<file path="src/core/tpw_pkg.sv">
/*
  package for the 16-bit pwm waveform timer: waveform mode codes, output mode codes,
  fixed tops, prescale divisors and reset values.
  assumes nothing of its surroundings.
*/
package tpw_pkg;
  localparam logic [3:0] WM_PC8 = 4'h1;
  localparam logic [3:0] WM_PC9 = 4'h2;
  localparam logic [3:0] WM_PC10 = 4'h3;
  localparam logic [3:0] WM_FP8 = 4'h5;
  localparam logic [3:0] WM_FP9 = 4'h6;
  localparam logic [3:0] WM_FP10 = 4'h7;
  localparam logic [3:0] WM_PFC_CAP = 4'h8;
  localparam logic [3:0] WM_PFC_A = 4'h9;
  localparam logic [3:0] WM_PC_CAP = 4'hA;
  localparam logic [3:0] WM_PC_A = 4'hB;
  localparam logic [3:0] WM_FP_CAP = 4'hE;
  localparam logic [3:0] WM_FP_A = 4'hF;
  localparam logic [1:0] OM_OFF = 2'h0;
  localparam logic [1:0] OM_TOGGLE = 2'h1;
  localparam logic [1:0] OM_NONINV = 2'h2;
  localparam logic [1:0] OM_INV = 2'h3;
  localparam logic [15:0] TOP_8BIT = 16'h00FF;
  localparam logic [15:0] TOP_9BIT = 16'h01FF;
  localparam logic [15:0] TOP_10BIT = 16'h03FF;
  localparam logic [15:0] BOTTOM = 16'h0000;
  localparam logic [15:0] CNT_RESET = 16'h0000;
  localparam logic [15:0] CMP_RESET = 16'h0000;
  localparam logic [2:0] PS_STOP = 3'h0;
  localparam logic [2:0] PS_DIV1 = 3'h1;
  localparam logic [2:0] PS_DIV8 = 3'h2;
  localparam logic [2:0] PS_DIV64 = 3'h3;
  localparam logic [2:0] PS_DIV256 = 3'h4;
  localparam logic [2:0] PS_DIV1024 = 3'h5;
  localparam logic [9:0] DIV8_LAST = 10'h007;
  localparam logic [9:0] DIV64_LAST = 10'h03F;
  localparam logic [9:0] DIV256_LAST = 10'h0FF;
  localparam logic [9:0] DIV1024_LAST = 10'h3FF;
endpackage : tpw_pkg

</file>
<file path="src/core/tpw_prescaler.sv">
/*
  prescaler: gives a one-cycle timer tick every 1, 8, 64, 256 or 1024 clocks.
  assumes a select code from the package; select stop gives no tick.
*/
`timescale 1ns/1ps
module tpw_prescaler (
  input wire logic clk,
  input wire logic rst,
  input wire logic [2:0] prescale_select,
  output logic tick
);
  typedef struct packed {
    logic [9:0] cnt;
  } tpw_ps_s;
  tpw_ps_s s_q;
  tpw_ps_s s_d;
  logic [9:0] last;

  always_comb begin
    case (prescale_select)
      tpw_pkg::PS_DIV8: last = tpw_pkg::DIV8_LAST;
      tpw_pkg::PS_DIV64: last = tpw_pkg::DIV64_LAST;
      tpw_pkg::PS_DIV256: last = tpw_pkg::DIV256_LAST;
      tpw_pkg::PS_DIV1024: last = tpw_pkg::DIV1024_LAST;
      default: last = 10'h000;
    endcase
    s_d = s_q;
    if (prescale_select == tpw_pkg::PS_STOP || s_q.cnt >= last) begin
      s_d.cnt = 10'h000;
    end else begin
      s_d.cnt = s_q.cnt + 10'h001;
    end
    tick = (prescale_select != tpw_pkg::PS_STOP) && (s_q.cnt >= last);
  end

  always_ff @(posedge clk) begin
    if (rst) begin
      s_q <= '0;
    end else begin
      s_q <= s_d;
    end
  end
endmodule : tpw_prescaler

</file>
<file path="src/core/tpw_channel.sv">
/*
  one compare channel: double-buffered compare value and waveform output.
  assumes the core supplies the tick, the count, the direction and the turning-point strobes.
*/
`timescale 1ns/1ps
module tpw_channel (
  input wire logic clk,
  input wire logic rst,
  input wire logic tick,
  input wire logic [15:0] counter_value,
  input wire logic [15:0] res_mask,
  input wire logic buffered,
  input wire logic load_now,
  input wire logic fast_mode,
  input wire logic dual_mode,
  input wire logic counting_down,
  input wire logic at_top,
  input wire logic toggle_ok,
  input wire logic [1:0] channel_output_mode,
  input wire logic output_pin_direction_bit,
  input wire logic cmp_write,
  input wire logic [15:0] cmp_wdata,
  output logic [15:0] compare_value_register,
  output logic compare_match,
  output logic compare_output_pin
);
  typedef struct packed {
    logic [15:0] buf_v;
    logic [15:0] act;
    logic wave;
    logic pin;
  } tpw_ch_s;
  tpw_ch_s s_q;
  tpw_ch_s s_d;
  logic match;
  logic inv;

  always_comb begin
    s_d = s_q;
    inv = (channel_output_mode == tpw_pkg::OM_INV);
    match = (counter_value == s_q.act);
    if (cmp_write) begin
      s_d.buf_v = cmp_wdata & res_mask;
    end
    if (!buffered && cmp_write) begin
      s_d.act = cmp_wdata & res_mask;
    end else if (tick && load_now) begin
      s_d.act = s_q.buf_v;
    end
    if (tick) begin
      if (channel_output_mode == tpw_pkg::OM_TOGGLE) begin
        if (toggle_ok && match) begin
          s_d.wave = ~s_q.wave;
        end
      end else if (channel_output_mode != tpw_pkg::OM_OFF) begin
        if (fast_mode) begin
          if (match) begin
            s_d.wave = ~inv;
          end else if (at_top) begin
            s_d.wave = inv;
          end
        end else if (dual_mode && match) begin
          if (at_top) begin
            s_d.wave = ~inv;
          end else if (counter_value == tpw_pkg::BOTTOM) begin
            s_d.wave = inv;
          end else begin
            s_d.wave = counting_down ? ~inv : inv;
          end
        end
      end
    end
    s_d.pin = output_pin_direction_bit && (channel_output_mode != tpw_pkg::OM_OFF)
              && s_d.wave;
  end

  assign compare_value_register = s_q.act;
  assign compare_match = tick && match;
  assign compare_output_pin = s_q.pin;

  always_ff @(posedge clk) begin
    if (rst) begin
      s_q <= '0;
    end else begin
      s_q <= s_d;
    end
  end
endmodule : tpw_channel

</file>
<file path="src/core/tpw_timer.sv">
/*
  16-bit pwm waveform timer: counter, top select, overflow and top flags, three channels.
  assumes software drives the configuration ports synchronously and clears flags by pulse.
*/
// How it works
// - output mode 2 non-inverted, 3 inverted
// - fast pwm: set at match, clear at wrap
// - pin shows waveform only when direction output
// - fast period is prescale times top plus one
// - fast compare zero gives one-cycle spike
// - fast compare equal top gives constant level
// - fast mode 15 toggle on channel a
// - phase correct counts up then down, tops
// - dual slope: clear up-match, set down-match
// - counter holds top one timer cycle
// - phase correct sets overflow at zero
// - phase correct loads compares at top, flags
// - fixed top masks compare high bits
// - phase correct extremes give constant levels
// - mode 11 toggle gives square wave
// - modes 8 and 9 frequency correct
// - phase correct slopes follow old, new top
// - phase correct period twice prescale times top
// - mode 8 capture top, 9 compare a
// - frequency correct loads at zero, overflow
// - fast compare a buffered, loaded at top
`timescale 1ns/1ps
module tpw_timer (
  input wire logic clk,
  input wire logic rst,
  input wire logic [3:0] waveform_mode_select,
  input wire logic [2:0] prescale_select,
  input wire logic [1:0] channel_a_output_mode,
  input wire logic [1:0] channel_b_output_mode,
  input wire logic [1:0] channel_c_output_mode,
  input wire logic [2:0] output_pin_direction_bit,
  input wire logic [2:0] cmp_write,
  input wire logic [15:0] cmp_wdata,
  input wire logic cap_write,
  input wire logic [15:0] cap_wdata,
  input wire logic overflow_clear,
  input wire logic capture_clear,
  input wire logic compare_a_clear,
  output logic [15:0] counter_value,
  output logic [15:0] compare_a_register,
  output logic [15:0] capture_top_register,
  output logic overflow_flag,
  output logic capture_flag,
  output logic compare_a_flag,
  output logic channel_a_output_pin,
  output logic channel_b_output_pin,
  output logic channel_c_output_pin
);
  typedef enum logic [1:0] {
    UP = 2'b01,
    DOWN = 2'b10
  } tpw_dir_e;
  typedef struct packed {
    logic [15:0] cnt;
    tpw_dir_e dir;
    logic [15:0] cap;
    logic ovf;
    logic capf;
    logic cmpaf;
  } tpw_core_s;
  tpw_core_s s_q;
  tpw_core_s s_d;

  logic tick;
  logic [15:0] top;
  logic [15:0] res_mask;
  logic fast_mode;
  logic pc_mode;
  logic pfc_mode;
  logic dual_mode;
  logic top_is_a;
  logic top_is_cap;
  logic at_top;
  logic at_bottom;
  logic load_now;
  logic [2:0] ch_pin;
  logic match_a;
  logic [15:0] ocr_a;
  logic buffered;
  logic counting_down;
  logic toggle_a;
  logic [1:0] om [3];

  assign om[0] = channel_a_output_mode;
  assign om[1] = channel_b_output_mode;
  assign om[2] = channel_c_output_mode;

  tpw_prescaler u_ps (
    .clk(clk),
    .rst(rst),
    .prescale_select(prescale_select),
    .tick(tick)
  );

  always_comb begin
    fast_mode = 1'b0;
    pc_mode = 1'b0;
    pfc_mode = 1'b0;
    top_is_a = 1'b0;
    top_is_cap = 1'b0;
    res_mask = 16'hFFFF;
    top = tpw_pkg::TOP_8BIT;
    // fixed tops also mask compare writes to their resolution
    case (waveform_mode_select)
      tpw_pkg::WM_PC8: begin
        pc_mode = 1'b1;
        top = tpw_pkg::TOP_8BIT;
        res_mask = tpw_pkg::TOP_8BIT;
      end
      tpw_pkg::WM_PC9: begin
        pc_mode = 1'b1;
        top = tpw_pkg::TOP_9BIT;
        res_mask = tpw_pkg::TOP_9BIT;
      end
      tpw_pkg::WM_PC10: begin
        pc_mode = 1'b1;
        top = tpw_pkg::TOP_10BIT;
        res_mask = tpw_pkg::TOP_10BIT;
      end
      tpw_pkg::WM_FP8: begin
        fast_mode = 1'b1;
        top = tpw_pkg::TOP_8BIT;
        res_mask = tpw_pkg::TOP_8BIT;
      end
      tpw_pkg::WM_FP9: begin
        fast_mode = 1'b1;
        top = tpw_pkg::TOP_9BIT;
        res_mask = tpw_pkg::TOP_9BIT;
      end
      tpw_pkg::WM_FP10: begin
        fast_mode = 1'b1;
        top = tpw_pkg::TOP_10BIT;
        res_mask = tpw_pkg::TOP_10BIT;
      end
      tpw_pkg::WM_PFC_CAP: begin
        pfc_mode = 1'b1;
        top_is_cap = 1'b1;
        top = s_q.cap;
      end
      tpw_pkg::WM_PFC_A: begin
        pfc_mode = 1'b1;
        top_is_a = 1'b1;
        top = ocr_a;
      end
      tpw_pkg::WM_PC_CAP: begin
        pc_mode = 1'b1;
        top_is_cap = 1'b1;
        top = s_q.cap;
      end
      tpw_pkg::WM_PC_A: begin
        pc_mode = 1'b1;
        top_is_a = 1'b1;
        top = ocr_a;
      end
      tpw_pkg::WM_FP_CAP: begin
        fast_mode = 1'b1;
        top_is_cap = 1'b1;
        top = s_q.cap;
      end
      tpw_pkg::WM_FP_A: begin
        fast_mode = 1'b1;
        top_is_a = 1'b1;
        top = ocr_a;
      end
      default: begin
        fast_mode = 1'b0;
      end
    endcase
    dual_mode = pc_mode | pfc_mode;
    at_top = (s_q.cnt == top);
    at_bottom = (s_q.cnt == tpw_pkg::BOTTOM);
    load_now = (fast_mode | pc_mode) ? at_top : (pfc_mode & at_bottom);
  end

  // compare registers double buffered only in pwm modes
  assign buffered = fast_mode | dual_mode;
  assign counting_down = (s_q.dir == DOWN);
  // only channel a may toggle, and only while it also sets top
  assign toggle_a = top_is_a && (fast_mode | pc_mode);

  tpw_channel u_ch_a (
    .clk(clk),
    .rst(rst),
    .tick(tick),
    .counter_value(s_q.cnt),
    .res_mask(res_mask),
    .buffered(buffered),
    .load_now(load_now),
    .fast_mode(fast_mode),
    .dual_mode(dual_mode),
    .counting_down(counting_down),
    .at_top(at_top),
    .toggle_ok(toggle_a),
    .channel_output_mode(om[0]),
    .output_pin_direction_bit(output_pin_direction_bit[0]),
    .cmp_write(cmp_write[0]),
    .cmp_wdata(cmp_wdata),
    .compare_value_register(ocr_a),
    .compare_match(match_a),
    .compare_output_pin(ch_pin[0])
  );

  tpw_channel u_ch_b (
    .clk(clk),
    .rst(rst),
    .tick(tick),
    .counter_value(s_q.cnt),
    .res_mask(res_mask),
    .buffered(buffered),
    .load_now(load_now),
    .fast_mode(fast_mode),
    .dual_mode(dual_mode),
    .counting_down(counting_down),
    .at_top(at_top),
    .toggle_ok(1'b0),
    .channel_output_mode(om[1]),
    .output_pin_direction_bit(output_pin_direction_bit[1]),
    .cmp_write(cmp_write[1]),
    .cmp_wdata(cmp_wdata),
    .compare_value_register(),
    .compare_match(),
    .compare_output_pin(ch_pin[1])
  );

  tpw_channel u_ch_c (
    .clk(clk),
    .rst(rst),
    .tick(tick),
    .counter_value(s_q.cnt),
    .res_mask(res_mask),
    .buffered(buffered),
    .load_now(load_now),
    .fast_mode(fast_mode),
    .dual_mode(dual_mode),
    .counting_down(counting_down),
    .at_top(at_top),
    .toggle_ok(1'b0),
    .channel_output_mode(om[2]),
    .output_pin_direction_bit(output_pin_direction_bit[2]),
    .cmp_write(cmp_write[2]),
    .cmp_wdata(cmp_wdata),
    .compare_value_register(),
    .compare_match(),
    .compare_output_pin(ch_pin[2])
  );

  always_comb begin
    s_d = s_q;
    if (cap_write) begin
      s_d.cap = cap_wdata;
    end
    if (overflow_clear) begin
      s_d.ovf = 1'b0;
    end
    if (capture_clear) begin
      s_d.capf = 1'b0;
    end
    if (compare_a_clear) begin
      s_d.cmpaf = 1'b0;
    end
    // set wins: the set terms follow the clears
    if (match_a && !(dual_mode && top_is_a)) begin
      s_d.cmpaf = 1'b1;
    end
    if (tick) begin
      // single slope: wrap to bottom after top
      if (fast_mode) begin
        if (at_top) begin
          s_d.cnt = tpw_pkg::BOTTOM;
          s_d.ovf = 1'b1;
          if (top_is_a) begin
            s_d.cmpaf = 1'b1;
          end
          if (top_is_cap) begin
            s_d.capf = 1'b1;
          end
        end else begin
          s_d.cnt = s_q.cnt + 16'h0001;
        end
      end else if (dual_mode) begin
        // dual slope: turn at top, and at bottom after a downward run
        if (at_top) begin
          s_d.dir = DOWN;
          s_d.cnt = s_q.cnt - 16'h0001;
          if (top_is_a) begin
            s_d.cmpaf = 1'b1;
          end
          if (top_is_cap) begin
            s_d.capf = 1'b1;
          end
        end else if (s_q.dir == DOWN && !at_bottom) begin
          s_d.cnt = s_q.cnt - 16'h0001;
        end else if (at_bottom) begin
          s_d.dir = UP;
          s_d.cnt = s_q.cnt + 16'h0001;
          if (s_q.dir == DOWN) begin
            s_d.ovf = 1'b1;
          end
        end else begin
          s_d.cnt = s_q.cnt + 16'h0001;
        end
      end else begin
        // free count for codes without a waveform
        s_d.cnt = s_q.cnt + 16'h0001;
        if (s_q.cnt == 16'hFFFF) begin
          s_d.ovf = 1'b1;
        end
      end
    end
  end

  always_ff @(posedge clk) begin
    if (rst) begin
      s_q.cnt <= tpw_pkg::CNT_RESET;
      s_q.dir <= UP;
      s_q.cap <= tpw_pkg::CMP_RESET;
      s_q.ovf <= 1'b0;
      s_q.capf <= 1'b0;
      s_q.cmpaf <= 1'b0;
    end else begin
      s_q <= s_d;
    end
  end

  assign counter_value = s_q.cnt;
  assign compare_a_register = ocr_a;
  assign capture_top_register = s_q.cap;
  assign overflow_flag = s_q.ovf;
  assign capture_flag = s_q.capf;
  assign compare_a_flag = s_q.cmpaf;
  assign channel_a_output_pin = ch_pin[0];
  assign channel_b_output_pin = ch_pin[1];
  assign channel_c_output_pin = ch_pin[2];
endmodule : tpw_timer

</file>
<file path="config.mk">
export PLATFORM = sky130hd
export DESIGN_NAME = tpw_timer
export DESIGN_NICKNAME = d
export VERILOG_FILES = /design/src/core/tpw_pkg.sv /design/src/core/tpw_prescaler.sv /design/src/core/tpw_channel.sv /design/src/core/tpw_timer.sv
export SDC_FILE = /design/constraint.sdc
export NUM_CORES = 1
export LEC_CHECK = 0
export BUFFER_PORTS_ARGS = -buffer_cell sky130_fd_sc_hd__buf_4
export CAP_MARGIN = 20
export CORE_AREA = 2 2 126 128
export CTS_CLUSTER_DIAMETER = 50
export DETAILED_ROUTE_END_ITERATION = 7
export DIE_AREA = 0 0 128 130
export PLACE_DENSITY = 0.85
export SYNTH_ARGS = -nofsm -noshare
export SYNTH_HDL_FRONTEND = slang
export SYNTH_SLANG_ARGS = --single-unit
</file>
<file path="constraint.sdc">
create_clock -name clk -period 4.2 [get_ports clk]
set_input_delay 0.84 -clock clk [delete_from_list [all_inputs] [get_ports clk]]
set_output_delay 0.84 -clock clk [all_outputs]
set_load 0.01 [all_outputs]
</file>
==> Word level (Yosys, flattened, before mapping) <==
Index checks and enable logic that the tools add are counted.
{ "totals": {"in_bits": 57, "register_bits": 149, "elab_cells": 176} }
{ "op_classes": {"order_cmp": 1, "reduce_logical": 44, "n_mux": 70, "add_sub_neg": 3, "n_eq_ne": 29, "n_bitwise": 10} }
{ "ops": {"columns": ["op", "n"], "rows": [
  ["$mux 16", 10],
  ["$eq 16x16->1", 4],
  ["$pmux 16 s4", 1],
  ["$mux 1", 49],
  ["$pmux 16 s3", 1],
  ["$pmux 10 s4", 1],
  ["$eq 4x4->1 const B", 6],
  ["$logic_and 1x1->1", 20],
  ["$mux 18", 1],
  ["$add 16x1->16 const B", 1],
  ["$and 16x16->16", 1],
  ["$eq 16x16->1 const B", 1],
  ["$logic_not 16->1", 1],
  ["$sub 16x1->16 const B", 1],
  ["$reduce_bool 2->1", 7],
  ["$eq 4x3->1 const B", 3],
  ["$add 10x1->10 const B", 1],
  ["$ge 10x10->1", 1],
  ["$reduce_or 2->1", 5],
  ["$reduce_or 5->1", 2],
  ["$mux 3", 3],
  ["$eq 2x2->1 const B", 4],
  ["$eq 4x2->1 const B", 2],
  ["$mux 2", 4],
  ["14 further kinds", 27]
]} }

==> Longest topological paths before layout <==
Gate-level depths: netlist (run 1).
{ "depth": {"depth_word": 13, "mapped_depth": 13, "depth_no_buf": 12} }

==> Modules after synthesis <==
A second synthesis (run 1) with hierarchy kept.
{ "hier_totals": {"hier_cells": 1239, "area_unflattened_um2": 9909.5} }
{ "modules_own_cells": {"columns": ["module", "seq_area_each_um2", "instances", "area_each_um2", "cells_per_inst"], "rows": [
  ["tpw_channel", 680.7, 3, 1874.3, 232],
  ["tpw_timer", 740.7, 1, 3540.9, 467],
  ["tpw_prescaler", 200.2, 1, 745.7, 76]
]} }

==> Worst setup path after synthesis (run 1) <==
OpenSTA, ideal clock, no wires.
{ "synth_timing": {"kind": "input to register", "start": "input waveform_mode_select[0]", "end": "register u_ch_a.s_q, in the netlist u_ch_a.compare_value_register[15]", "setup_ns": 0.086, "setup_slack_ns": 0.843, "path_stages": 13, "n_path_buf": 4, "required_time_ns": 4.114, "arrival_ns": 3.271, "cell_sequence": "buf_6 > buf_6 > mux2i_2 > nand2_1 > o32a_1 > a222oi_1 > nand4_2 > nor2_1 > o21ai_1 > buf_6 > buf_6 > mux2i_1 > a211oi_1"} }
{ "synth_between": {"elab_chain_cells": 8} }
{ "synth_lines": {"columns": ["element", "line_no", "source"], "rows": [
  ["from (decl)", "tpw_timer.sv:31", "input wire logic [3:0] waveform_mode_select,"],
  ["branches (longest 8 deep; another with $pmux 16 s4)", null, null],
  ["to (signal assigned)", "tpw_channel.sv:83", "s_q <= '0;"],
  ["to (signal assigned)", "tpw_channel.sv:85", "s_q <= s_d;"],
  ["to (decl)", "tpw_channel.sv:33", "tpw_ch_s s_q;"]
]} }
Several ways; the timed one is not identified.
A chain may end at the register's enable or synchronous reset.

==> Worst setup path in the final report (run 1) <==
{ "layout_timing": {"start": "input waveform_mode_select[0]", "end": "register s_q, in the netlist counter_value[5]"} }
{ "layout_between": {"elab_chain_cells": 7} }
{ "layout_lines": {"columns": ["element", "line_no", "source"], "rows": [
  ["$eq 4x4->1 (tied with other cells)", "tpw_timer.sv:109", "case (waveform_mode_select)"],
  ["$reduce_or 3->1 (no line) or $reduce_or 2->1 (tied branches)", null, null],
  ["$pmux 16 s4", "tpw_timer.sv:109", null],
  ["$eq 16x16->1", "tpw_timer.sv:175", "at_top = (s_q.cnt == top);"],
  ["$mux 18", "tpw_timer.sv:287", "if (at_top) begin"],
  ["$mux 16", "tpw_timer.sv:285", "end else if (dual_mode) begin"],
  ["$mux 16 (*)", "tpw_timer.sv:272", "if (fast_mode) begin"],
  ["to (decl)", "tpw_timer.sv:66", "tpw_core_s s_q;"]
]} }
Every way passes the cells marked *; elsewhere a longest branch is shown, timed or not.

==> flow_results.xml, run 1 <==
<?xml version="1.0" encoding="UTF-8"?>
<metrics>
  <group name="floorplanning">
    <metric name="floorplan.core_area" unit="sq mm">0.01542</metric>
    <metric name="placement_rows" unit="">46</metric>
    <metric name="dieHeight" unit="um">130</metric>
    <metric name="start_util" unit="%">57.32</metric>
    <metric name="die_w" unit="um">128</metric>
    <metric name="design.portCount" unit="">111</metric>
    <metric name="die_area" unit="sq mm">0.01664</metric>
  </group>
  <group name="critical_path">
    <metric name="critical-path-slowest-cell" unit="">a222oi_1</metric>
    <metric name="critPathLaunchType" unit="">input port</metric>
    <metric name="worst_ep_arrival_time" unit="ns">3.81</metric>
    <metric name="crit_type" unit="">in2reg</metric>
    <metric name="critical_path_max_stage_delay" unit="ns">0.48</metric>
    <metric name="most_common_cell_on_crit_path" unit="">buf_4</metric>
    <metric name="worstSetupEndpointType" unit="">flip-flop</metric>
    <metric name="critical_path.cell_chain" unit="">buf_4, mux2_2, o32a_1, a222oi_1, nand4_2, buf_4, a21oi_4, nand4b_1, a211o_1, a31oi_1</metric>
    <metric name="crit_fanout" unit="">23</metric>
    <metric name="worstPathRequired" unit="ns">4.55</metric>
  </group>
  <group name="flow_run">
    <metric name="drv_cap" unit="">0</metric>
  </group>
  <group name="yosys">
    <metric name="yosysWarningCount" unit="">0</metric>
    <metric name="synth-seq-cells" unit="">149</metric>
    <metric name="yosys.cell_count.top_type" unit="">nor2_1</metric>
    <metric name="synth-main-ff-cell" unit="">dfxtp_1</metric>
    <metric name="mapped_cell_area" unit="sq mm">0.008842</metric>
    <metric name="synth_edf_count" unit="">0</metric>
    <metric name="synth_top_area_share" unit="%">33.73</metric>
    <metric name="synth.top_cells.by_area" unit="">dfxtp_1 (34%), mux2i_1 (14%), nor2_1 (7.1%)</metric>
    <metric name="ys_async_sr_fraction" unit="%">0</metric>
    <metric name="synth.top_cells.by_count" unit="">nor2_1 (168), dfxtp_1 (149), mux2i_1 (126), clkbuf_1 (62), buf_4 (51)</metric>
    <metric name="synth_seq_area_share" unit="%">33.73</metric>
    <metric name="synth_cell_type_count" unit="">67</metric>
    <metric name="syn-num-nets" unit="">1117</metric>
    <metric name="synth.avg_cell_area" unit="sq um">8.453</metric>
    <metric name="netlist.top_cell.by_area" unit="">dfxtp_1</metric>
    <metric name="synthesis.instances" unit="">1046</metric>
  </group>
  <group name="timing">
    <metric name="layout_setup_ws" unit="ns">0.7420</metric>
    <metric name="finalHoldViolCount" unit="">0</metric>
    <metric name="max_freq" unit="GHz">0.2892</metric>
    <metric name="skew" unit="ns">0.01288</metric>
    <metric name="finalSetupViolations" unit="">0</metric>
    <metric name="layout_min_cycle_time" unit="ns">3.458</metric>
    <metric name="finalCritPeriodShare" unit="%">82.33</metric>
    <metric name="slew-limit-headroom" unit="%">22.07</metric>
    <metric name="tightest_slew" unit="ns">1.159</metric>
    <metric name="final-max-slew-violation-count" unit="">0</metric>
    <metric name="fin_worst_hold_slack" unit="ns">0.4678</metric>
    <metric name="unrepaired_setup_endpoints_after_global_routing" unit="">no</metric>
    <metric name="timing.setup.tns" unit="ns">0</metric>
  </group>
  <group name="worst_hold_path">
    <metric name="holdCritPathClass" unit="">reg2reg</metric>
  </group>
  <group name="layout">
    <metric name="fillerInstances" unit="">1245</metric>
    <metric name="fin_area" unit="sq mm">0.009946</metric>
    <metric name="finalNetCount" unit="">1135</metric>
    <metric name="post_route_cells_drive_above_1_share" unit="%">16.71</metric>
    <metric name="syn_to_final_growth" unit="%">12.48</metric>
    <metric name="num_antenna_cells" unit="">0</metric>
  </group>
  <group name="drt">
    <metric name="dr_total_vias" unit="">7946</metric>
    <metric name="firstDrtPassIters" unit="">5</metric>
    <metric name="drc" unit="">0</metric>
    <metric name="wl_per_cell" unit="um">18.89</metric>
    <metric name="detail_route.iter0.violations" unit="">869</metric>
    <metric name="vias_per_inst" unit="">6.262</metric>
    <metric name="wl" unit="um">23970</metric>
    <metric name="antenna_violating_nets_post_route" unit="">0</metric>
  </group>
  <group name="cts">
    <metric name="clock_latency" unit="ns">0.44</metric>
    <metric name="clock_pin_slew_of_the_registers_on_the_worst_case_setup_and_hold_paths" unit="ns">0.06</metric>
    <metric name="cts_setup_buffers" unit="">0</metric>
    <metric name="cts.htree.levels" unit="">4</metric>
    <metric name="clock_sink_count" unit="">149</metric>
    <metric name="cts.path.max_buffers" unit="">2</metric>
    <metric name="cts_hold_buf" unit="">0</metric>
    <metric name="tritoncts.num_buffers" unit="">17</metric>
    <metric name="tritoncts_clock_tree" unit="">done</metric>
    <metric name="clk_root_buffer_cell" unit="">clkbuf_16</metric>
    <metric name="post_cts_resize_count" unit="">0</metric>
  </group>
  <group name="global_routing">
    <metric name="first_global_vias" unit="">7424</metric>
    <metric name="grt_start_max_net_pins" unit="">81</metric>
    <metric name="global_route.overflow_total" unit="">0</metric>
    <metric name="antenna_found_initial" unit="">0</metric>
    <metric name="track_usage" unit="%">28.81</metric>
    <metric name="grt_pass1_wl" unit="um">37900</metric>
  </group>
  <group name="place">
    <metric name="place.port_buffers" unit="">110</metric>
    <metric name="post-place-ws" unit="ns">0.4041</metric>
    <metric name="detailedPlacementHpwl" unit="um">16330</metric>
    <metric name="placed_cell_area" unit="sq mm">0.009331</metric>
    <metric name="finalWeightedCongestion" unit="">0.9189</metric>
  </group>
  <group name="run_status">
    <metric name="outcome" unit="">complete, no violations</metric>
  </group>
  <group name="power">
    <metric name="static-leakage-power" unit="nW">4.506</metric>
    <metric name="p_total" unit="W">0.003618</metric>
    <metric name="power_density" unit="mW/mm^2">363.8</metric>
    <metric name="ir_worst_vdd" unit="uV">328.1</metric>
  </group>
</metrics>
-- report_power, final --
| group | leakage, nW | switching [W] | internal (W) |
|---|---|---|---|
| clock | 0.297 | 0.000691 | 0.000863 |
| sequential | 1.22 | 0.0000704 | 0.00149 |
| combinational | 2.99 | 0.000283 | 0.000224 |
-- kinds of logic (layout without fill, tap and decap cells) --
kind of cell / count (synthesis) / count (layout) / synth area share (%)
fa+ha+maj: 14 / 14 / 1.981
xor+xnor: 71 / 71 / 7.033
buf+inv: 145 / 176 / 8.830
simple gates: 348 / 348 / 18.42
mux: 134 / 134 / 15.34
flops: 149 / 149 / 33.73
compound gates: 185 / 185 / 14.66
-- metrics by stage --
stage                     util (%)  std cells
after global placement       60.50       1235
after global routing         64.48       1269
final                        64.48       1269
after detailed placement     60.50       1235
after CTS                    64.35       1267
after floorplan                  -       1046
-- placed cells by master (no fill, tap or decap), types with 4 or more instances in the layout --
| cell type | synthesis | layout |
|---|---|---|
| buf_4 | 51 | 124 |
| nand2_1 | 45 | 45 |
| a21oi_1 | 26 | 26 |
| a31oi_1 | 11 | 11 |
| o32a_1 | 4 | 4 |
| a211oi_1 | 49 | 49 |
| inv_1 | 17 | 17 |
| o21ai_0 | 30 | 29 |
| nor2_1 | 168 | 168 |
| clkbuf_16 | 0 | 17 |
| nand4_1 | 16 | 16 |
| mux2_2 | 6 | 6 |
| o211ai_1 | 6 | 6 |
| a32oi_1 | 4 | 4 |
| nand3_1 | 20 | 20 |
| o22ai_1 | 9 | 9 |
| inv_8 | 0 | 6 |
| xor2_1 | 27 | 27 |
| nor3_1 | 22 | 22 |
| and3_1 | 19 | 19 |
| nand2b_1 | 5 | 5 |
| mux2i_1 | 126 | 126 |
| a22oi_1 | 6 | 6 |
| nor2b_1 | 12 | 12 |
| ha_1 | 14 | 14 |
| inv_6 | 0 | 4 |
| o2111ai_1 | 7 | 7 |
| nor4_1 | 14 | 14 |
| xnor2_1 | 44 | 44 |
| dfxtp_1 | 149 | 149 |
| and2_1 | 8 | 8 |
-- cell type report --
class | instances | area [sq um] | share of cell area [%]
clock buffer | 18 | 439.2 | 4.416
clock inverter | 14 | 155.1 | 1.560
inverter | 17 | 63.81 | 0.6416
multi-input combinational | 752 | 5094 | 51.21
sequential | 149 | 2983 | 29.99
tap | 192 | 240.2 | 2.415
timing repair buffer | 127 | 970.9 | 9.762
-- worst paths after layout --
kind                           start          endpoint  slack (ns)  cells after the start
max          waveform_mode_select[0]  counter_value[5]        0.74                     10
min                      u_ps.s_q[0]       u_ps.s_q[0]        0.47                      1
max reg2reg        counter_value[12]  counter_value[5]        0.87                     10
min reg2reg              u_ps.s_q[0]       u_ps.s_q[0]        0.47                      1
-- state kept, by name, summed over array words and instances (netlist names) --
register	flops
capture_top_register	16
s_q	2
u_ch_a.compare_value_register	16
u_ch_b.compare_output_pin	1
u_ch_a.compare_output_pin	1
u_ch_b.s_q	17
u_ch_c.compare_value_register	16
u_ch_a.s_q	17
counter_value	16
compare_a_flag	1
u_ch_b.compare_value_register	16
u_ch_c.compare_output_pin	1
overflow_flag	1
u_ch_c.s_q	17
u_ps.s_q	10
capture_flag	1
-- critical path: cells and delay by family --
| family | cells | cell delay [ns] |
|---|---|---|
| multiplexers | 1 | 0.40 |
| buffers and inverters | 2 | 0.52 |
| AO/OA/AOI/OAI | 5 | 1.69 |
| AND/OR/NAND/NOR | 2 | 0.34 |
-- metal layers --
metal / share of wire, % / track usage, % / vias to the layer above
met5: 0 / 0 / -
met4: 3.3 / 13.06 / 0
li1: - / - / 3709
met3: 8.0 / 6.232 / 67
met1: 43 / 37.84 / 3792
met2: 46 / 45.74 / 378
(Power assumes the default switching activity.)
==> run 2: changes to the inputs <==
==> constraint.sdc (replaced) <==
create_clock -name clk -period 3.4 [get_ports clk]
set_input_delay 0.68 -clock clk [delete_from_list [all_inputs] [get_ports clk]]
set_output_delay 0.68 -clock clk [all_outputs]
set_load 0.01 [all_outputs]
==> run 2 against run 1 <==
Sequential power increased by 23%. Core utilization rose by 2.0 points. Count of clock-buffer cells in the layout fell by 1. Die area stayed put. Routed wire length grew 6.9%. Sequential share of layout area shrank 0.92 points. Critical endpoint is now counter_value[9].
==> flow_results.xml, run 2 (synthesis gave the netlist of run 1 again) <==
<?xml version="1.0" encoding="UTF-8"?>
<metrics>
  <group name="run_status">
    <metric name="outcome" unit="">complete, no violations</metric>
  </group>
  <group name="layout">
    <metric name="mostFrequentLayoutCells" unit="">nor2_1 (168), buf_4 (158), dfxtp_1 (149)</metric>
    <metric name="fillerInstances" unit="">1220</metric>
    <metric name="largest_registers" unit="">u_ch_a.s_q: 17 flops, u_ch_b.s_q: 17 flops, u_ch_c.s_q: 17 flops</metric>
    <metric name="num_antenna_cells" unit="">0</metric>
    <metric name="mostFrequentLayoutCell" unit="">nor2_1</metric>
    <metric name="syn_to_final_growth" unit="%">16.03</metric>
    <metric name="finalNetCount" unit="">1170</metric>
    <metric name="post_route_cells_drive_above_1_share" unit="%">19.33</metric>
  </group>
  <group name="power">
    <metric name="pwr-share-comb" unit="%">14.7</metric>
    <metric name="switchingPower" unit="W">0.001341</metric>
    <metric name="ir_worst_vdd" unit="uV">382.9</metric>
    <metric name="netSwitchingFraction" unit="%">29.57</metric>
    <metric name="internal_power" unit="W">0.003192</metric>
    <metric name="share_clk_of_total_power" unit="%">42.9</metric>
    <metric name="p_total" unit="W">0.004533</metric>
    <metric name="power_density" unit="mW/mm^2">441.8</metric>
    <metric name="static-leakage-power" unit="nW">4.688</metric>
    <metric name="sequentialPowerShare" unit="%">42.5</metric>
  </group>
  <group name="place">
    <metric name="finalWeightedCongestion" unit="">0.9440</metric>
    <metric name="post-place-ws" unit="ns">0.02210</metric>
    <metric name="place.port_buffers" unit="">110</metric>
    <metric name="detailedPlacementHpwl" unit="um">17750</metric>
  </group>
  <group name="critical_path">
    <metric name="rr_worst_depth" unit="">10</metric>
    <metric name="r2r_end" unit="">counter_value[6]</metric>
    <metric name="startpoint" unit="">waveform_mode_select[0]</metric>
    <metric name="timing.rr.start" unit="">counter_value[15]</metric>
    <metric name="crit_fanout" unit="">13</metric>
    <metric name="worstPathRequired" unit="ns">3.76</metric>
    <metric name="r2r_slack" unit="ns">0.49</metric>
    <metric name="crit_type" unit="">in2reg</metric>
    <metric name="worst_ep_arrival_time" unit="ns">3.39</metric>
    <metric name="worstSetupEndpointType" unit="">flip-flop</metric>
    <metric name="critPathLaunchType" unit="">input port</metric>
    <metric name="endpoint" unit="">counter_value[9]</metric>
  </group>
  <group name="timing">
    <metric name="finalCritPeriodShare" unit="%">89.17</metric>
    <metric name="max_freq" unit="GHz">0.3298</metric>
    <metric name="fin_worst_hold_slack" unit="ns">0.4685</metric>
    <metric name="unrepaired_setup_endpoints_after_global_routing" unit="">no</metric>
    <metric name="slew-limit-headroom" unit="%">50.95</metric>
    <metric name="finalHoldViolCount" unit="">0</metric>
    <metric name="layout_setup_ws" unit="ns">0.3682</metric>
    <metric name="skew" unit="ns">0.007064</metric>
    <metric name="tightest_slew" unit="ns">0.7347</metric>
    <metric name="timing.setup.tns" unit="ns">0</metric>
    <metric name="finalSetupViolations" unit="">0</metric>
    <metric name="final-max-slew-violation-count" unit="">0</metric>
    <metric name="layout_min_cycle_time" unit="ns">3.032</metric>
  </group>
  <group name="cts">
    <metric name="tritoncts.num_buffers" unit="">17</metric>
    <metric name="cts.htree.levels" unit="">4</metric>
    <metric name="tritoncts_clock_tree" unit="">done</metric>
    <metric name="cts.path.max_buffers" unit="">2</metric>
    <metric name="cts_setup_buffers" unit="">0</metric>
    <metric name="post_cts_resize_count" unit="">0</metric>
    <metric name="clock_sink_count" unit="">149</metric>
    <metric name="cts_hold_buf" unit="">0</metric>
    <metric name="clock_pin_slew_of_the_registers_on_the_worst_case_setup_and_hold_paths" unit="ns">0.06</metric>
    <metric name="clk_root_buffer_cell" unit="">clkbuf_16</metric>
    <metric name="clock_latency" unit="ns">0.43</metric>
  </group>
  <group name="global_routing">
    <metric name="grt_start_max_net_pins" unit="">107</metric>
    <metric name="global_route.overflow_total" unit="">0</metric>
    <metric name="first_global_vias" unit="">7981</metric>
    <metric name="antenna_found_initial" unit="">0</metric>
    <metric name="grt_pass1_wl" unit="um">40730</metric>
    <metric name="track_usage" unit="%">31.26</metric>
  </group>
  <group name="flow_run">
    <metric name="drv_cap" unit="">0</metric>
  </group>
  <group name="floorplanning">
    <metric name="dieHeight" unit="um">130</metric>
    <metric name="start_util" unit="%">57.32</metric>
    <metric name="die_area" unit="sq mm">0.01664</metric>
    <metric name="placement_rows" unit="">46</metric>
    <metric name="design.portCount" unit="">111</metric>
    <metric name="floorplan.core_area" unit="sq mm">0.01542</metric>
    <metric name="die_w" unit="um">128</metric>
  </group>
  <group name="drt">
    <metric name="vias_per_inst" unit="">6.199</metric>
    <metric name="detail_route.iter0.violations" unit="">663</metric>
    <metric name="firstDrtPassIters" unit="">5</metric>
    <metric name="drc" unit="">0</metric>
    <metric name="wl" unit="um">25630</metric>
    <metric name="antenna_violating_nets_post_route" unit="">0</metric>
    <metric name="dr_total_vias" unit="">8084</metric>
    <metric name="wl_per_cell" unit="um">19.65</metric>
  </group>
  <group name="worst_hold_path">
    <metric name="holdCritPathClass" unit="">reg2reg</metric>
    <metric name="hold_path.startpoint" unit="">overflow_flag</metric>
  </group>
</metrics>
-- run 2: cell count changes in the layout (fill, tap and decap cells not counted), moves of 2 or more --
| cell | previous run | this run |
|---|---|---|
| inv_6 | 4 | 2 |
| clkinv_8 | 0 | 3 |
| buf_4 | 124 | 158 |
| clkinvlp_4 | 0 | 2 |
| buf_12 | 1 | 4 |
-- run 2: area by class of cell --
class | count | area (sq um) | share of cell area [%]
repair buffers | 162 | 1266 | 12.34
flip-flops and latches | 149 | 2983 | 29.07
clock inverters | 15 | 187.7 | 1.829
clock buffers | 17 | 425.4 | 4.146
well taps | 192 | 240.2 | 2.341
multi-input cells | 752 | 5094 | 49.65
inverters | 17 | 63.81 | 0.6220
-- run 2: how the worst min path moves through the flow --
stage / to / cells after the start / slack, ns
after CTS: overflow_flag / 2 / 0.47
after detailed placement: overflow_flag / 2 / 0.46
after floorplan: u_ps.s_q[0] / 1 / 0.43
final: overflow_flag / 2 / 0.47
after global routing: capture_top_register[6] / 3 / 0.48
after global placement: u_ps.s_q[0] / 1 / 0.44
-- run 2: per-stage QoR --
| step | utilization [%] | instance area [sq um] | cells |
|---|---|---|---|
| finish | 66.52 | 10260 | 1304 |
| global route | 66.52 | 10260 | 1304 |
| CTS | 66.52 | 10260 | 1304 |
| detailed placement | 62.54 | 9647 | 1272 |
| global placement | 62.54 | 9647 | 1272 |
| floorplan | - | 8842 | 1046 |
-- run 2: power by group through the flow --
stage	Clock, W	Combinational [W]	Sequential (W)
after global placement	0	0.000621	0.00195
after global routing	0.00203	0.000722	0.00193
after floorplan	0	0.000457	0.00192
after detailed placement	0	0.000642	0.00196
after CTS	0.00195	0.000656	0.00192
final	0.00194	0.000665	0.00192
-- run 2: per-layer routing --
metal | track usage, % | part of all wire (%) | vias to the layer above
li1 | - | - | 3776
met1 | 37.85 | 39 | 3805
met2 | 51.75 | 47 | 414
met3 | 7.872 | 9.6 | 89
met4 | 16.22 | 4.1 | 0
met5 | 0 | 0 | -
-- run 2: worst max-delay path, cell delays in order --
cell and delay (ns):
buf_4 0.20, buf_4 0.24, nand2_1 0.12, o21ai_0 0.33, xnor2_1 0.11, a311o_1 0.34
and4_1 0.27, o21ai_2 0.47, nor2_1 0.11, a2111o_1 0.39, a21oi_1 0.14
==> run 3: changes to the inputs <==
--- a/config.mk
+++ b/config.mk
@@ -7,11 +7,11 @@
 export LEC_CHECK = 0
 export BUFFER_PORTS_ARGS = -buffer_cell sky130_fd_sc_hd__buf_4
 export CAP_MARGIN = 20
-export CORE_AREA = 2 2 126 128
+export CORE_AREA = 2 2 162 164
 export CTS_CLUSTER_DIAMETER = 50
 export DETAILED_ROUTE_END_ITERATION = 7
-export DIE_AREA = 0 0 128 130
-export PLACE_DENSITY = 0.85
+export DIE_AREA = 0 0 164 166
+export PLACE_DENSITY = 0.57
 export SYNTH_ARGS = -nofsm -noshare
 export SYNTH_HDL_FRONTEND = slang
 export SYNTH_SLANG_ARGS = --single-unit
==> run 3 against run 2 <==
First-iteration DRC count rose by 8.7%. Routed wire length rose by 3.5%. Clock power fell by 5%. Via count fell by 4.4%. Critical endpoint is now u_ch_c.s_q[1].
==> flow_results.xml, run 3 (synthesis gave the netlist of run 1 again) <==
<?xml version="1.0" encoding="UTF-8"?>
<metrics>
  <group name="run_status">
    <metric name="outcome" unit="">complete, no violations</metric>
  </group>
  <group name="drt">
    <metric name="firstDrtPassIters" unit="">6</metric>
    <metric name="detail_route.iter0.violations" unit="">721</metric>
    <metric name="drc" unit="">0</metric>
    <metric name="wl" unit="um">26520</metric>
    <metric name="antenna_violating_nets_post_route" unit="">0</metric>
    <metric name="vias_per_inst" unit="">5.308</metric>
    <metric name="wl_per_cell" unit="um">18.22</metric>
    <metric name="dr_total_vias" unit="">7729</metric>
  </group>
  <group name="power">
    <metric name="static-leakage-power" unit="nW">4.721</metric>
    <metric name="sequentialPowerShare" unit="%">43.4</metric>
    <metric name="switchingPower" unit="W">0.001314</metric>
    <metric name="pwr-share-comb" unit="%">15.0</metric>
    <metric name="internal_power" unit="W">0.003108</metric>
    <metric name="ir_worst_vdd" unit="uV">258.8</metric>
    <metric name="netSwitchingFraction" unit="%">29.72</metric>
    <metric name="power_density" unit="mW/mm^2">422.9</metric>
    <metric name="share_clk_of_total_power" unit="%">41.6</metric>
  </group>
  <group name="place">
    <metric name="detailedPlacementHpwl" unit="um">19140</metric>
    <metric name="finalWeightedCongestion" unit="">0.8715</metric>
    <metric name="place.port_buffers" unit="">110</metric>
  </group>
  <group name="cts">
    <metric name="clock_sink_count" unit="">149</metric>
    <metric name="cts.path.max_buffers" unit="">2</metric>
    <metric name="post_cts_resize_count" unit="">0</metric>
    <metric name="cts_setup_buffers" unit="">0</metric>
    <metric name="clock_latency" unit="ns">0.43</metric>
    <metric name="clock_pin_slew_of_the_registers_on_the_worst_case_setup_and_hold_paths" unit="ns">0.06</metric>
    <metric name="cts.htree.levels" unit="">4</metric>
    <metric name="tritoncts_clock_tree" unit="">done</metric>
    <metric name="cts_hold_buf" unit="">0</metric>
    <metric name="tritoncts.num_buffers" unit="">17</metric>
    <metric name="clk_root_buffer_cell" unit="">clkbuf_16</metric>
  </group>
  <group name="layout">
    <metric name="regArea" unit="sq mm">0.002983</metric>
    <metric name="syn_to_final_growth" unit="%">18.27</metric>
    <metric name="mostFrequentLayoutCells" unit="">nor2_1 (168), buf_4 (167), dfxtp_1 (149)</metric>
    <metric name="largest_registers" unit="">u_ch_a.s_q: 17 flops, u_ch_b.s_q: 17 flops, u_ch_c.s_q: 17 flops</metric>
    <metric name="multi_input_comb_area" unit="sq mm">0.005094</metric>
    <metric name="mostFrequentLayoutCell" unit="">nor2_1</metric>
    <metric name="fillerInstances" unit="">2574</metric>
    <metric name="num_antenna_cells" unit="">0</metric>
    <metric name="post_route_cells_drive_above_1_share" unit="%">19.98</metric>
    <metric name="finalNetCount" unit="">1179</metric>
  </group>
  <group name="floorplanning">
    <metric name="floorplan.core_area" unit="sq mm">0.02562</metric>
    <metric name="die_w" unit="um">164</metric>
    <metric name="placement_rows" unit="">59</metric>
    <metric name="design.portCount" unit="">111</metric>
    <metric name="dieHeight" unit="um">166</metric>
    <metric name="start_util" unit="%">34.52</metric>
    <metric name="die_area" unit="sq mm">0.02722</metric>
  </group>
  <group name="timing">
    <metric name="finalSetupViolations" unit="">0</metric>
    <metric name="fin_worst_hold_slack" unit="ns">0.4665</metric>
    <metric name="finalHoldViolCount" unit="">0</metric>
    <metric name="unrepaired_setup_endpoints_after_global_routing" unit="">no</metric>
    <metric name="max_freq" unit="GHz">0.3366</metric>
    <metric name="skew" unit="ns">0.01058</metric>
    <metric name="layout_min_cycle_time" unit="ns">2.971</metric>
    <metric name="timing.setup.tns" unit="ns">0</metric>
    <metric name="tightest_slew" unit="ns">0.7870</metric>
    <metric name="final-max-slew-violation-count" unit="">0</metric>
    <metric name="finalCritPeriodShare" unit="%">87.37</metric>
    <metric name="slew-limit-headroom" unit="%">47.46</metric>
  </group>
  <group name="global_routing">
    <metric name="grt_start_max_net_pins" unit="">138</metric>
    <metric name="global_route.overflow_total" unit="">0</metric>
    <metric name="first_global_vias" unit="">7378</metric>
    <metric name="grt_pass1_wl" unit="um">41530</metric>
    <metric name="antenna_found_initial" unit="">0</metric>
    <metric name="track_usage" unit="%">19.56</metric>
  </group>
  <group name="critical_path">
    <metric name="crit_type" unit="">in2reg</metric>
    <metric name="timing.rr.start" unit="">counter_value[1]</metric>
    <metric name="crit_fanout" unit="">13</metric>
    <metric name="worstSetupEndpointType" unit="">flip-flop</metric>
    <metric name="r2r_slack" unit="ns">0.50</metric>
    <metric name="worst_ep_arrival_time" unit="ns">3.26</metric>
    <metric name="critPathLaunchType" unit="">input port</metric>
    <metric name="rr_worst_depth" unit="">10</metric>
    <metric name="r2r_end" unit="">counter_value[15]</metric>
    <metric name="worstPathRequired" unit="ns">3.69</metric>
  </group>
  <group name="worst_hold_path">
    <metric name="whs_endpoint" unit="">overflow_flag</metric>
    <metric name="holdPathStages" unit="">2</metric>
    <metric name="hold_path.startpoint" unit="">overflow_flag</metric>
    <metric name="holdCritPathClass" unit="">reg2reg</metric>
  </group>
  <group name="flow_run">
    <metric name="drv_cap" unit="">0</metric>
  </group>
</metrics>
-- run 3: power groups by stage --
stage	Combinational [W]	Clock [W]	Sequential, W
after floorplan	0.000457	0	0.00192
after global placement	0.000651	0	0.00196
after detailed placement	0.000661	0	0.00196
after CTS	0.000663	0.00188	0.00192
after global routing	0.000729	0.00195	0.00193
final	0.000662	0.00184	0.00192
-- run 3: cell type report --
cell class / instances / area share [%]
clock inverter: 15 / 1.328
tap: 335 / 4.008
multi-input combinational: 752 / 48.71
sequential: 149 / 28.52
inverter: 17 / 0.6102
timing repair buffer: 171 / 12.75
clock buffer: 17 / 4.068
-- run 3: worst max-delay path by stage --
stage	startpoint	endpoint	slack, ns	depth (start not counted)
after global placement	waveform_mode_select[0]	u_ch_c.compare_output_pin	0.07	11
after global routing	waveform_mode_select[0]	u_ch_c.compare_output_pin	0.20	12
after detailed placement	waveform_mode_select[0]	u_ch_c.compare_output_pin	0.03	12
after CTS	waveform_mode_select[0]	u_ch_c.s_q[1]	0.47	12
final	waveform_mode_select[0]	u_ch_c.s_q[1]	0.43	12
after floorplan	waveform_mode_select[0]	u_ch_a.compare_value_register[15]	0.20	13
-- run 3: worst max-delay path, cell delays in order --
cell	delay [ns]
buf_4	0.19
buf_4	0.24
mux2i_1	0.32
nand2_1	0.10
a211o_1	0.30
a32oi_1	0.26
and4_1	0.33
buf_4	0.17
mux2i_1	0.19
a21oi_1	0.08
a311oi_1	0.30
nor3_1	0.09
-- run 3: per-stage QoR --
stage / setup slack [ns] / util (%) / power (W) / area, sq um / std cells
after global routing: 0.2000 / 40.82 / 0.004609 / 10460 / 1456
after detailed placement: 0.03143 / 38.62 / 0.002619 / 9893 / 1424
after floorplan: 0.2033 / - / 0.002381 / 8842 / 1046
final: 0.4293 / 40.82 / 0.004423 / 10460 / 1456
after global placement: 0.07015 / 38.62 / 0.002610 / 9893 / 1424
after CTS: 0.4698 / 40.82 / 0.004460 / 10460 / 1456
-- run 3: per-layer routing --
metal / track usage (%) / vias to the layer above / wire [um]
met5: 0 / - / 0
met3: 3.871 / 41 / 1500
met1: 27.22 / 3669 / 12400
li1: - / 3798 / -
met4: 5.759 / 0 / 554
met2: 30.56 / 221 / 12070
